--- src/sct_pkg.sv ---
// Shared constants and types for the scan convert timing block.
package sct_pkg;
	localparam int                CNT_W       = 16;
	localparam int                CH_W        = 5;
	localparam int                CLK_HZ      = 50_000_000;
	// Inter-channel settling gap, in nanoseconds.
	localparam int                SETTLE_NS   = 10_000;
	localparam int                SETTLE_CYC_I = (SETTLE_NS * (CLK_HZ / 1_000_000) + 999) / 1000;
	localparam logic [CNT_W-1:0]  SETTLE_CYC  = CNT_W'(SETTLE_CYC_I);
	localparam logic [2:0]        SYNC_CYC    = 3'h4;
	localparam logic [CNT_W-1:0]  PERIOD_INIT = 16'hFFFF;
	localparam logic [CNT_W-1:0]  ONE_CNT     = 16'h0001;
	typedef enum logic {TR_IDLE, TR_RUN} sct_train_state_t;
endpackage : sct_pkg

--- src/sct_train_if.sv ---
// Carrier between the timing core and one convert pulse train.
`timescale 1ns/1ps
interface sct_train_if;
	import sct_pkg::*;
	logic             strobe;
	logic             enable;
	logic             pad_mode;
	logic [CH_W-1:0]  chans;
	logic [CNT_W-1:0] conv_cyc;
	logic [CNT_W-1:0] period;
	logic             pulse;
	logic             busy;
	modport ctrl  (output strobe, enable, pad_mode, chans, conv_cyc, period, input pulse, busy);
	modport train (input strobe, enable, pad_mode, chans, conv_cyc, period, output pulse, busy);
endinterface : sct_train_if
--- src/sct_convert_train.sv ---
// Convert pulse train for one scanned multiplexed module.
`timescale 1ns/1ps
module sct_convert_train
	import sct_pkg::*;
(
	input wire logic clk,
	input wire logic rst_n,
	sct_train_if.train tif
);
	sct_train_state_t state_reg;
	logic [CH_W-1:0]  left_reg;
	logic [CH_W-1:0]  ch_reg;
	logic [CNT_W:0]   gap_reg;
	logic [CNT_W:0]   gap_cnt_reg;
	logic [CNT_W:0]   acc_reg;
	logic [CNT_W-1:0] per_reg;
	logic             pad_reg;
	logic             pulse_reg;
	logic             start;
	logic             fire;
	logic [CNT_W:0]   gap_full;

	assign gap_full = {1'b0, tif.conv_cyc} + {1'b0, SETTLE_CYC};
	assign start    = tif.strobe && tif.enable && (tif.chans != '0);
	// Padded mode counts a fixed gap; even mode spreads the pulses by accumulation.
	assign fire     = (state_reg == TR_RUN) &&
		(pad_reg ? (gap_cnt_reg == '0) : (acc_reg >= {1'b0, per_reg}));

	always_ff @(posedge clk or negedge rst_n)
	begin
		if (!rst_n)
		begin
			state_reg <= TR_IDLE;
			left_reg  <= '0;
		end
		else if (start)
		begin
			state_reg <= TR_RUN;
			left_reg  <= tif.chans;
		end
		else if (fire)
		begin
			left_reg <= left_reg - 1'b1;
			if (left_reg == 5'h01)
				state_reg <= TR_IDLE;
		end
	end

	always_ff @(posedge clk or negedge rst_n)
	begin
		if (!rst_n)
		begin
			pad_reg     <= 1'b0;
			gap_reg     <= '0;
			gap_cnt_reg <= '0;
			acc_reg     <= '0;
			per_reg     <= '0;
			ch_reg      <= '0;
		end
		else if (start)
		begin
			pad_reg     <= tif.pad_mode;
			gap_reg     <= gap_full;
			gap_cnt_reg <= '0;
			acc_reg     <= {1'b0, tif.period};
			per_reg     <= tif.period;
			ch_reg      <= tif.chans;
		end
		else if (state_reg == TR_RUN)
		begin
			gap_cnt_reg <= fire ? gap_reg - 1'b1 : gap_cnt_reg - 1'b1;
			acc_reg     <= (fire ? acc_reg - {1'b0, per_reg} : acc_reg) +
				(CNT_W+1)'(ch_reg);
		end
	end

	always_ff @(posedge clk or negedge rst_n)
	begin
		if (!rst_n)
			pulse_reg <= 1'b0;
		else
			pulse_reg <= fire;
	end

	assign tif.pulse = pulse_reg;
	assign tif.busy  = (state_reg == TR_RUN);

	logic [CH_W-1:0]  pcount_reg;
	logic [CNT_W:0]   since_reg;

	always_ff @(posedge clk or negedge rst_n)
	begin
		if (!rst_n)
		begin
			pcount_reg <= '0;
			since_reg  <= '0;
		end
		else
		begin
			pcount_reg <= start ? '0 : (fire ? pcount_reg + 1'b1 : pcount_reg);
			since_reg  <= fire ? (CNT_W+1)'(1) : since_reg + 1'b1;
		end
	end

	AST_TRAIN_START: assert property (@(posedge clk) disable iff (!rst_n)
		start |-> ##2 tif.pulse)
		else $error("Convert train did not start after the sample strobe.");
	AST_TRAIN_COUNT: assert property (@(posedge clk) disable iff (!rst_n)
		$fell(tif.busy) && !$past(start) |-> pcount_reg == ch_reg)
		else $error("Convert pulse count differs from the channel count.");
	AST_PAD_GAP: assert property (@(posedge clk) disable iff (!rst_n)
		fire && pad_reg && pcount_reg != '0 |-> since_reg == gap_reg)
		else $error("Padded convert spacing is wrong.");
	COV_PAD_TRAIN: cover property (@(posedge clk) disable iff (!rst_n)
		fire && pad_reg && left_reg == 5'h01);
	COV_EVEN_TRAIN: cover property (@(posedge clk) disable iff (!rst_n)
		fire && !pad_reg && left_reg == 5'h01);
endmodule : sct_convert_train

--- src/sct_pair_buf.sv ---
// Small valid/ready buffer between the sample word source and its reader.
`timescale 1ns/1ps
module sct_pair_buf #(
	parameter int W     = 8,
	parameter int DEPTH = 2
)(
	input wire logic         clk,
	input wire logic         rst_n,
	input wire logic         in_valid,
	output logic             in_ready,
	input wire logic [W-1:0] in_data,
	output logic             out_valid,
	input wire logic         out_ready,
	output logic [W-1:0]     out_data
);
	localparam int PW = (DEPTH > 1) ? $clog2(DEPTH) : 1;

	generate
		if (DEPTH < 2 || (DEPTH & (DEPTH - 1)) != 0)
			$error("Buffer depth must be a power of two of at least two.");
	endgenerate

	logic [W-1:0] mem_reg [DEPTH];
	logic [PW-1:0] wr_reg;
	logic [PW-1:0] rd_reg;
	logic [PW:0]   count_reg;
	logic          push;
	logic          pop;

	assign in_ready  = (count_reg != (PW+1)'(DEPTH));
	assign out_valid = (count_reg != '0);
	assign out_data  = mem_reg[rd_reg];
	assign push      = in_valid && in_ready;
	assign pop       = out_valid && out_ready;

	always_ff @(posedge clk or negedge rst_n)
	begin
		if (!rst_n)
		begin
			wr_reg    <= '0;
			rd_reg    <= '0;
			count_reg <= '0;
		end
		else
		begin
			wr_reg    <= push ? wr_reg + 1'b1 : wr_reg;
			rd_reg    <= pop ? rd_reg + 1'b1 : rd_reg;
			count_reg <= count_reg + (PW+1)'(push) - (PW+1)'(pop);
		end
	end

	always_ff @(posedge clk)
	begin
		if (push)
			mem_reg[wr_reg] <= in_data;
	end

	// A stalled reader must see the same head word until it takes it.
	AST_BUF_HOLD: assert property (@(posedge clk) disable iff (!rst_n)
		out_valid && !out_ready |=> out_valid && $stable(out_data))
		else $error("Buffer head changed while the reader stalled.");
endmodule : sct_pair_buf

--- src/sct_scan_convert_timing.sv ---
// Sample strobe, convert pulse, sync and slow-module timing for analog input.
// Function
// - Sample strobe starts convert trains per scanned module
// - One convert pulse per enabled channel
// - Fastest rate plus 10 us settling gap
// - Too short a period spreads pulses evenly
// - Same settling gap for all scanned modules
// - Simultaneous modules capture once per strobe
// - One shared oversample clock is the timebase
// - Highest oversample frequency chosen by default
// - Sample rate is timebase divided by integer
// - Oversampling modules supply the sample strobe
// - One sync pulse to all oversampling modules
// - Sync and oversample clock routable to terminals
// - Slow module repeats last value until new
// - Slow first value at commit, second after start
// - Single-point mode flags a repeated slow value as not new
// - Each strobe starts one whole sample
// - Strobe divided down from selected timebase
`timescale 1ns/1ps
module sct_scan_convert_timing
	import sct_pkg::*;
#(
	parameter int NSCAN = 4,
	parameter int NOVS  = 2,
	parameter int NSLOW = 2,
	parameter int DW    = 24,
	parameter int IDX_W = 1
)(
	input wire logic                            CORE_CLK,
	input wire logic                            RESETN,
	input wire logic                            TASK_COMMIT,
	input wire logic                            TASK_RUN,
	input wire logic                            ACQ_START_EVENT,
	input wire logic                            SINGLE_POINT,
	input wire logic [sct_pkg::CNT_W-1:0]       SAMPLE_DIVISOR,
	input wire logic [NOVS-1:0]                 OVS_PRESENT,
	input wire logic [NOVS-1:0]                 OVS_TICK,
	input wire logic [NOVS*sct_pkg::CNT_W-1:0]  OVS_FREQ,
	input wire logic                            TB_FORCE_EN,
	input wire logic [IDX_W-1:0]                TB_FORCE_IDX,
	input wire logic                            OVS_STROBE_IN,
	input wire logic [NSCAN-1:0]                SCAN_EN,
	input wire logic [NSCAN*sct_pkg::CH_W-1:0]  SCAN_CHANS,
	input wire logic [NSCAN*sct_pkg::CNT_W-1:0] SCAN_CONV_CYC,
	output logic [NSCAN-1:0]                    CONVERT_PULSE,
	output logic                                SIMUL_HOLD_STROBE,
	output logic                                SAMPLE_STROBE,
	input wire logic                            SYNC_ROUTE_EN,
	input wire logic                            SYNC_DIR_OUT,
	input wire logic                            SYNC_PFT_I,
	output logic                                SYNC_PFT_O,
	output logic                                SYNC_PFT_OE,
	output logic                                OVS_SYNC,
	input wire logic                            OVSCLK_ROUTE_EN,
	input wire logic                            OVSCLK_DIR_OUT,
	input wire logic                            OVSCLK_PFT_I,
	output logic                                OVSCLK_PFT_O,
	output logic                                OVSCLK_PFT_OE,
	input wire logic [NSLOW-1:0]                SLOW_DONE,
	input wire logic [NSLOW*DW-1:0]             SLOW_VALUE,
	output logic [NSLOW-1:0]                    SLOW_START,
	output logic                                OUT_VALID,
	input wire logic                            OUT_READY,
	output logic [NSLOW*(DW+1)-1:0]             OUT_DATA,
	output logic                                OVERRUN
);
	import sct_pkg::*;

	localparam int WW = NSLOW * (DW + 1);

	generate
		if (NOVS > (1 << IDX_W) || NSCAN < 1 || NSLOW < 1 || DW < 1)
			$error("Module counts do not fit the configured widths.");
	endgenerate

	logic                 ovs_any;
	logic [IDX_W-1:0]     best_idx;
	logic [CNT_W-1:0]     best_f;
	logic [IDX_W-1:0]     sel_idx;
	logic                 clk_in_pft;
	logic                 sync_in_pft;
	logic                 pft_clk_q_reg;
	logic                 tb_tick;
	logic                 ovs_tog_reg;

	assign ovs_any     = |OVS_PRESENT;
	assign clk_in_pft  = OVSCLK_ROUTE_EN && !OVSCLK_DIR_OUT;
	assign sync_in_pft = SYNC_ROUTE_EN && !SYNC_DIR_OUT;

	always_comb
	begin
		best_idx = '0;
		best_f   = '0;
		for (int i = 0; i < NOVS; i++)
		begin
			if (OVS_PRESENT[i] && OVS_FREQ[i*CNT_W +: CNT_W] > best_f)
			begin
				best_idx = IDX_W'(i);
				best_f   = OVS_FREQ[i*CNT_W +: CNT_W];
			end
		end
	end

	assign sel_idx = TB_FORCE_EN ? TB_FORCE_IDX : best_idx;
	// Every edge of the routed-in clock is one timebase tick; the outbound copy toggles per tick.
	assign tb_tick = clk_in_pft ? (OVSCLK_PFT_I ^ pft_clk_q_reg) :
		(ovs_any ? OVS_TICK[sel_idx] : 1'b1);

	always_ff @(posedge CORE_CLK or negedge RESETN)
	begin
		if (!RESETN)
		begin
			pft_clk_q_reg <= 1'b0;
			ovs_tog_reg   <= 1'b0;
		end
		else
		begin
			pft_clk_q_reg <= OVSCLK_PFT_I;
			ovs_tog_reg   <= tb_tick ? !ovs_tog_reg : ovs_tog_reg;
		end
	end

	assign OVSCLK_PFT_O  = ovs_tog_reg;
	assign OVSCLK_PFT_OE = OVSCLK_ROUTE_EN && OVSCLK_DIR_OUT;

	logic [CNT_W-1:0] div_cnt_reg;
	logic [CNT_W-1:0] div_last;
	logic             int_strobe;
	logic             ovs_strobe_q_reg;
	logic             ext_rise;
	logic             strobe_now;
	logic             push_ready;

	assign div_last   = (SAMPLE_DIVISOR == '0) ? '0 : SAMPLE_DIVISOR - ONE_CNT;
	// The internal divider waits while the sample buffer is full so no word is lost.
	assign int_strobe = TASK_RUN && tb_tick && push_ready && (div_cnt_reg == div_last);
	assign ext_rise   = OVS_STROBE_IN && !ovs_strobe_q_reg;
	assign strobe_now = TASK_RUN && (ovs_any ? ext_rise : int_strobe);

	always_ff @(posedge CORE_CLK or negedge RESETN)
	begin
		if (!RESETN)
			div_cnt_reg <= '0;
		else if (!TASK_RUN || TASK_COMMIT)
			div_cnt_reg <= '0;
		else if (tb_tick && push_ready)
			div_cnt_reg <= (div_cnt_reg >= div_last) ? '0 : div_cnt_reg + ONE_CNT;
	end

	always_ff @(posedge CORE_CLK or negedge RESETN)
	begin
		if (!RESETN)
		begin
			ovs_strobe_q_reg  <= 1'b0;
			SAMPLE_STROBE     <= 1'b0;
			SIMUL_HOLD_STROBE <= 1'b0;
		end
		else
		begin
			ovs_strobe_q_reg  <= OVS_STROBE_IN;
			SAMPLE_STROBE     <= strobe_now;
			SIMUL_HOLD_STROBE <= strobe_now;
		end
	end

	logic [CNT_W-1:0] per_cnt_reg;
	logic [CNT_W-1:0] period_reg;
	logic             pad_ok;
	logic [CH_W+CNT_W:0] need;

	always_ff @(posedge CORE_CLK or negedge RESETN)
	begin
		if (!RESETN)
		begin
			per_cnt_reg <= '0;
			period_reg  <= PERIOD_INIT;
		end
		else if (strobe_now)
		begin
			per_cnt_reg <= ONE_CNT;
			period_reg  <= (per_cnt_reg == '0) ? PERIOD_INIT : per_cnt_reg;
		end
		else if (per_cnt_reg != PERIOD_INIT && per_cnt_reg != '0)
			per_cnt_reg <= per_cnt_reg + ONE_CNT;
	end

	// Padding is all or nothing across the task, so the spacing choice is shared.
	always_comb
	begin
		pad_ok = 1'b1;
		need   = '0;
		for (int m = 0; m < NSCAN; m++)
		begin
			need = (CH_W+CNT_W+1)'(SCAN_CHANS[m*CH_W +: CH_W]) *
				((CH_W+CNT_W+1)'(SCAN_CONV_CYC[m*CNT_W +: CNT_W]) +
				(CH_W+CNT_W+1)'(SETTLE_CYC));
			if (SCAN_EN[m] && need > (CH_W+CNT_W+1)'(period_reg))
				pad_ok = 1'b0;
		end
	end

	genvar g;
	generate
		for (g = 0; g < NSCAN; g++)
		begin : g_train
			sct_train_if tif ();
			assign tif.strobe   = strobe_now;
			assign tif.enable   = SCAN_EN[g];
			assign tif.pad_mode = pad_ok;
			assign tif.chans    = SCAN_CHANS[g*CH_W +: CH_W];
			assign tif.conv_cyc = SCAN_CONV_CYC[g*CNT_W +: CNT_W];
			assign tif.period   = period_reg;
			assign CONVERT_PULSE[g] = tif.pulse;
			sct_convert_train u_train (
				.clk   (CORE_CLK),
				.rst_n (RESETN),
				.tif   (tif.train)
			);
		end
	endgenerate

	logic [2:0] sync_cnt_reg;
	logic       sync_gen_reg;

	always_ff @(posedge CORE_CLK or negedge RESETN)
	begin
		if (!RESETN)
			sync_cnt_reg <= '0;
		else if (TASK_COMMIT && ovs_any && !sync_in_pft)
			sync_cnt_reg <= SYNC_CYC;
		else if (sync_cnt_reg != '0)
			sync_cnt_reg <= sync_cnt_reg - 1'b1;
	end

	always_ff @(posedge CORE_CLK or negedge RESETN)
	begin
		if (!RESETN)
		begin
			sync_gen_reg <= 1'b0;
			OVS_SYNC     <= 1'b0;
		end
		else
		begin
			sync_gen_reg <= (sync_cnt_reg != '0);
			OVS_SYNC     <= sync_in_pft ? SYNC_PFT_I : (sync_cnt_reg != '0);
		end
	end

	assign SYNC_PFT_O  = sync_gen_reg;
	assign SYNC_PFT_OE = SYNC_ROUTE_EN && SYNC_DIR_OUT;

	logic [DW-1:0]    hold_reg [NSLOW];
	logic [NSLOW-1:0] fresh_reg;
	logic             started_reg;
	logic [WW-1:0]    word;
	logic             push_fire;

	assign push_fire = strobe_now && push_ready;

	always_ff @(posedge CORE_CLK or negedge RESETN)
	begin
		if (!RESETN)
			started_reg <= 1'b0;
		else if (ACQ_START_EVENT)
			started_reg <= 1'b1;
		else if (TASK_COMMIT)
			started_reg <= 1'b0;
	end

	always_ff @(posedge CORE_CLK or negedge RESETN)
	begin
		if (!RESETN)
		begin
			SLOW_START <= '0;
			fresh_reg  <= '0;
			for (int s = 0; s < NSLOW; s++)
				hold_reg[s] <= '0;
		end
		else
		begin
			for (int s = 0; s < NSLOW; s++)
			begin
				SLOW_START[s] <= TASK_COMMIT || ACQ_START_EVENT ||
					(SLOW_DONE[s] && started_reg && TASK_RUN);
				if (SLOW_DONE[s])
					hold_reg[s] <= SLOW_VALUE[s*DW +: DW];
				// A completion in the same cycle as a push keeps the value fresh.
				fresh_reg[s] <= SLOW_DONE[s] || (fresh_reg[s] && !push_fire);
			end
		end
	end

	always_comb
	begin
		word = '0;
		for (int s = 0; s < NSLOW; s++)
			word[s*(DW+1) +: DW+1] = {(SINGLE_POINT ? fresh_reg[s] : 1'b1), hold_reg[s]};
	end

	always_ff @(posedge CORE_CLK or negedge RESETN)
	begin
		if (!RESETN)
			OVERRUN <= 1'b0;
		else if (strobe_now && !push_ready)
			OVERRUN <= 1'b1;
		else if (TASK_COMMIT)
			OVERRUN <= 1'b0;
	end

	sct_pair_buf #(
		.W     (WW),
		.DEPTH (2)
	) u_buf (
		.clk       (CORE_CLK),
		.rst_n     (RESETN),
		.in_valid  (strobe_now),
		.in_ready  (push_ready),
		.in_data   (word),
		.out_valid (OUT_VALID),
		.out_ready (OUT_READY),
		.out_data  (OUT_DATA)
	);

	AST_SIMUL: assert property (@(posedge CORE_CLK) disable iff (!RESETN)
		strobe_now |=> SIMUL_HOLD_STROBE && SAMPLE_STROBE)
		else $error("Simultaneous modules missed the sample strobe.");
	AST_OVS_SRC: assert property (@(posedge CORE_CLK) disable iff (!RESETN)
		TASK_RUN && ovs_any && ext_rise |=> SAMPLE_STROBE)
		else $error("Oversampling strobe did not become the sample strobe.");
	AST_SYNC: assert property (@(posedge CORE_CLK) disable iff (!RESETN)
		TASK_COMMIT && ovs_any && !sync_in_pft |-> ##2 OVS_SYNC [*4])
		else $error("Synchronization pulse has the wrong length.");
	AST_SLOW_FIRST: assert property (@(posedge CORE_CLK) disable iff (!RESETN)
		TASK_COMMIT || ACQ_START_EVENT |=> &SLOW_START)
		else $error("Slow module conversion not requested.");
	AST_HOLD: assert property (@(posedge CORE_CLK) disable iff (!RESETN)
		!SLOW_DONE[0] |=> $stable(hold_reg[0]))
		else $error("Slow hold register changed without a completion.");
	AST_SINGLE: assert property (@(posedge CORE_CLK) disable iff (!RESETN)
		push_fire && !SLOW_DONE[0] |=> !fresh_reg[0])
		else $error("Slow value stayed fresh after being reported.");
	COV_OVS_STROBE: cover property (@(posedge CORE_CLK) disable iff (!RESETN)
		ovs_any && strobe_now);
	COV_SYNC: cover property (@(posedge CORE_CLK) disable iff (!RESETN) $rose(OVS_SYNC));
	COV_OVERRUN: cover property (@(posedge CORE_CLK) disable iff (!RESETN) $rose(OVERRUN));
endmodule : sct_scan_convert_timing

--- config.mk ---
export PLATFORM = sky130hd
export DESIGN_NAME = sct_scan_convert_timing
export DESIGN_NICKNAME = d
export VERILOG_FILES = /design/src/sct_pkg.sv /design/src/sct_train_if.sv /design/src/sct_convert_train.sv /design/src/sct_pair_buf.sv /design/src/sct_scan_convert_timing.sv
export SDC_FILE = /design/constraint.sdc
export NUM_CORES = 2
export LEC_CHECK = 0
export BUFFER_PORTS_ARGS = -buffer_cell sky130_fd_sc_hd__buf_2
export CAP_MARGIN = 20
export CORE_ASPECT_RATIO = 0.5
export CORE_UTILIZATION = 40
export CTS_CLUSTER_SIZE = 24
export DETAILED_ROUTE_END_ITERATION = 10
export GPL_TIMING_DRIVEN = 0
export PLACE_DENSITY_LB_ADDON = 0.1
export SLEW_MARGIN = 20
export SYNTH_ARGS = -nofsm -noshare
export SYNTH_HDL_FRONTEND = slang
export SYNTH_SLANG_ARGS = --single-unit
export TNS_END_PERCENT = 50
--- constraint.sdc ---
create_clock -name CORE_CLK -period 5.6 [get_ports CORE_CLK]
set_clock_uncertainty 0.15 [all_clocks]
set_input_delay 0.84 -clock CORE_CLK [delete_from_list [all_inputs] [get_ports CORE_CLK]]
set_output_delay 0.84 -clock CORE_CLK [all_outputs]
set_load 0.02 [all_outputs]
==> impl_metrics.json <==
{
  "status": "complete, but fails checks",
  "failed_checks": "negative setup slack",
  "nets": 6285,
  "clock_sinks": 535,
  "wl_per_cell_um": 19.6,
  "largest_reg_flops": 100,
  "critPathTopFamily": "adder cells",
  "io_pins": 271,
  "cts.clk_slew.worst_paths_ns": 0.07,
  "fmax_ghz": 0.141,
  "yosysSeqAreaShare_pct": 30.9,
  "gp_congestion": 0.898,
  "syn_inst": 5153,
  "preCtsSetupSlack_ns": -4.15,
  "grt-ovfl-total": 0,
  "tightest_slew_ns": 1.02,
  "avgSynthCellArea_um2": 8.74,
  "die_area_mm2": 0.114,
  "synth-main-ff-cell": "dfrtp_1",
  "avgViaCountPerCell": 5.60,
  "rr_worst_depth": 21,
  "crit_top_cell": "fa_1",
  "rsz0062_at_grt": "yes",
  "critPathSlowestCell": "fa_1",
  "dpl.hpwl_mm": 104,
  "totalWireLength_mm": 139,
  "drive_gt1_share_pct": 16.0,
  "drc": 0,
  "cts_root_buf": "clkbuf_16",
  "grt_pass1_wl_mm": 222,
  "drtIter0Drc": 2766,
  "clock_latency_ns": 0.69,
  "hold_path_depth": 1,
  "cp_slowest_stage_delay_ns": 0.58,
  "cp.buffers_inverters": 5,
  "syn-num-nets": 5871,
  "setup_tns_ns": -5.89,
  "core_area_mm2": 0.111,
  "dp_cells": 6921,
  "whs_ns": 0.138,
  "synthArstFlopShare_pct": 81.3,
  "synth_seq_cells": 535,
  "antenna_found_initial": 8,
  "relSlewSlack_pct": 32.3,
  "firstDrtPassIters": 5,
  "yosys_warnings": 0,
  "start_kind": "primary input",
  "worstPathRequired_ns": 6.08,
  "num_rows": 86,
  "vias": 39900,
  "worst-path-stages": 31,
  "p_leak_nw": 23.4,
  "multi_input_area_mm2": 0.0303,
  "area_growth_pct": 17.6,
  "die_y_um": 239,
  "grt_max_degree": 85,
  "htreeDepth": 2,
  "start_util_pct": 40.6,
  "finalPower_mw": 29.7,
  "fin_crit_sh_pct": 126,
  "setup_ws_ns": -1.48,
  "fillers": 10700,
  "synth_edf_count": 100,
  "worstPathMaxFanout": 5,
  "hold_violations": 0,
  "port_buffers": 262,
  "max-cap-violations": 0,
  "ant_nets": 0,
  "cts_tree": "built",
  "hp-class": "in2reg",
  "numCtsBuffers": 56,
  "vdd_drop_max_mv": 0.278,
  "track_usage_pct": 24.1,
  "critical_path_class": "in2reg",
  "p_per_area_mw_per_mm2": 561,
  "netlist_area_mm2": 0.0450,
  "maxSlewViolCount": 0,
  "die_w_um": 476,
  "instances_no_fill": 7112,
  "worst_setup_path_end_kind": "register",
  "synthDistinctLibCells": 96,
  "setup_viol": 4,
  "regArea_mm2": 0.0139,
  "mostFrequentLayoutCells": "613 x nand2_1, 426 x inv_1, 419 x dfrtp_1",
  "cts_max_path_buffers": 3,
  "layout_commonest_cell": "nand2_1",
  "grt_pass1_vias": 39700,
  "layout_min_cycle_time_ns": 7.08,
  "arrival_ns": 7.56
}
## where the power goes
group	switching (mW)	total (mW)	internal, mW	leakage, nW
sequential	1.24	6.37	5.13	6.25
combinational	11.4	19.4	8.02	16.2
clock	1.77	3.94	2.17	0.926
## final timing paths
path / slack [ns] / start / endpoint
setup / recovery: -1.48 / SCAN_CONV_CYC[21] / g_train[1].u_train.pad_reg$_DFFE_PN0P_
max in group asynchronous: 3.44 / RESETN / g_train[2].u_train.gap_cnt_reg[12]$_DFFE_PN0P_
min in group asynchronous: 0.54 / RESETN / hold_reg[36]$_DFFE_PN0P_
hold / removal: 0.14 / OVS_STROBE_IN / ovs_strobe_q_reg$_DFF_PN0_
setup reg to reg: 0.20 / g_train[2].u_train.gap_cnt_reg[10]$_DFFE_PN0P_ / g_train[2].u_train.acc_reg[11]$_DFFE_PN0P_
hold reg to reg: 0.30 / hold_reg[16]$_DFFE_PN0P_ / u_buf.mem_reg[0][41]$_DFFE_PP_
## timing repair
item | CTS | global route
gates cloned | 0 | 1
buffers inserted | 50 | 49
endpoints found under the hold margin | 56 | 0
gates resized for setup | 195 | 203
setup endpoints to repair | 289 | 291
hold buffers | 1 | 0
pin swaps | 72 | 119
## worst register-to-register path, delay by kind of cell, from the launching register on
family,cells,cell delay (ns)
buffers and inverters,5,1.17
DFF,1,0.45
and+or+nand+nor,5,1.28
adders and majority gates,1,0.24
AOI/OAI and AO/OA,9,1.83
xor gates and xnor gates,1,0.15
## cell type report
cell class | instances | share of cell area [%]
Multi-Input combinational cell | 3977 | 57.2
Inverter | 436 | 3.10
Buffer | 189 | 1.78
Clock buffer | 83 | 3.07
Clock inverter | 22 | 0.525
Sequential cell | 535 | 26.3
Antenna cell | 2 | 0.00945
Timing Repair Buffer | 372 | 4.55
Tap cell | 1496 | 3.54
## per-stage QoR
| stage | util, % | area [um2] |
|---|---|---|
| 6_report | 47.8 | 52900 |
| 5_1_grt | 47.8 | 52900 |
| 4_1_cts | 46.7 | 51800 |
| 3_5_place_dp | 43.9 | 48600 |
| 3_3_place_gp | 43.6 | 48300 |
| 2_1_floorplan | - | 45200 |
## Yosys cell counts, types with 45 or more instances
cell	instances	area, um2
nor3_1	139	696
ha_1	324	4050
xnor2_1	157	1380
nand2b_1	91	569
nand3_1	75	375
fa_1	188	3760
dfrtp_1	419	10500
mux2_2	110	1240
a21o_1	73	548
a211oi_1	63	473
clkbuf_1	165	619
o21ai_1	45	225
nor2_1	298	1120
mux2i_1	72	721
nand2_1	618	2320
and2_1	124	776
o211ai_1	50	375
nand4_1	52	325
inv_1	431	1620
xor2_1	84	736
or3_1	46	288
a21oi_1	240	1200
o21ai_0	378	1890
nor4_1	47	294
and3_1	48	300
nor2b_1	189	1180
edfxtp_1	100	3000
## routing by layer
layer / vias to the layer above / track usage (%) / part of all wire (%)
met3: 178 / 3.83 / 5.6
met5: - / 0 / 0.019
li1: 18900 / - / -
met2: 1028 / 39.7 / 46
met4: 4 / 5.03 / 1.9
met1: 19800 / 33.5 / 47
## cells by family after synthesis
family	count (synthesis)	share of synthesized area (%)
buf+inv	642	5.44
xor+xnor	241	4.69
simple gates	1852	20.5
mux	184	4.40
fa+ha+maj	512	17.4
compound gates	1187	16.7
flops	535	30.9
Note: power is estimated with default switching activity, not from simulation.
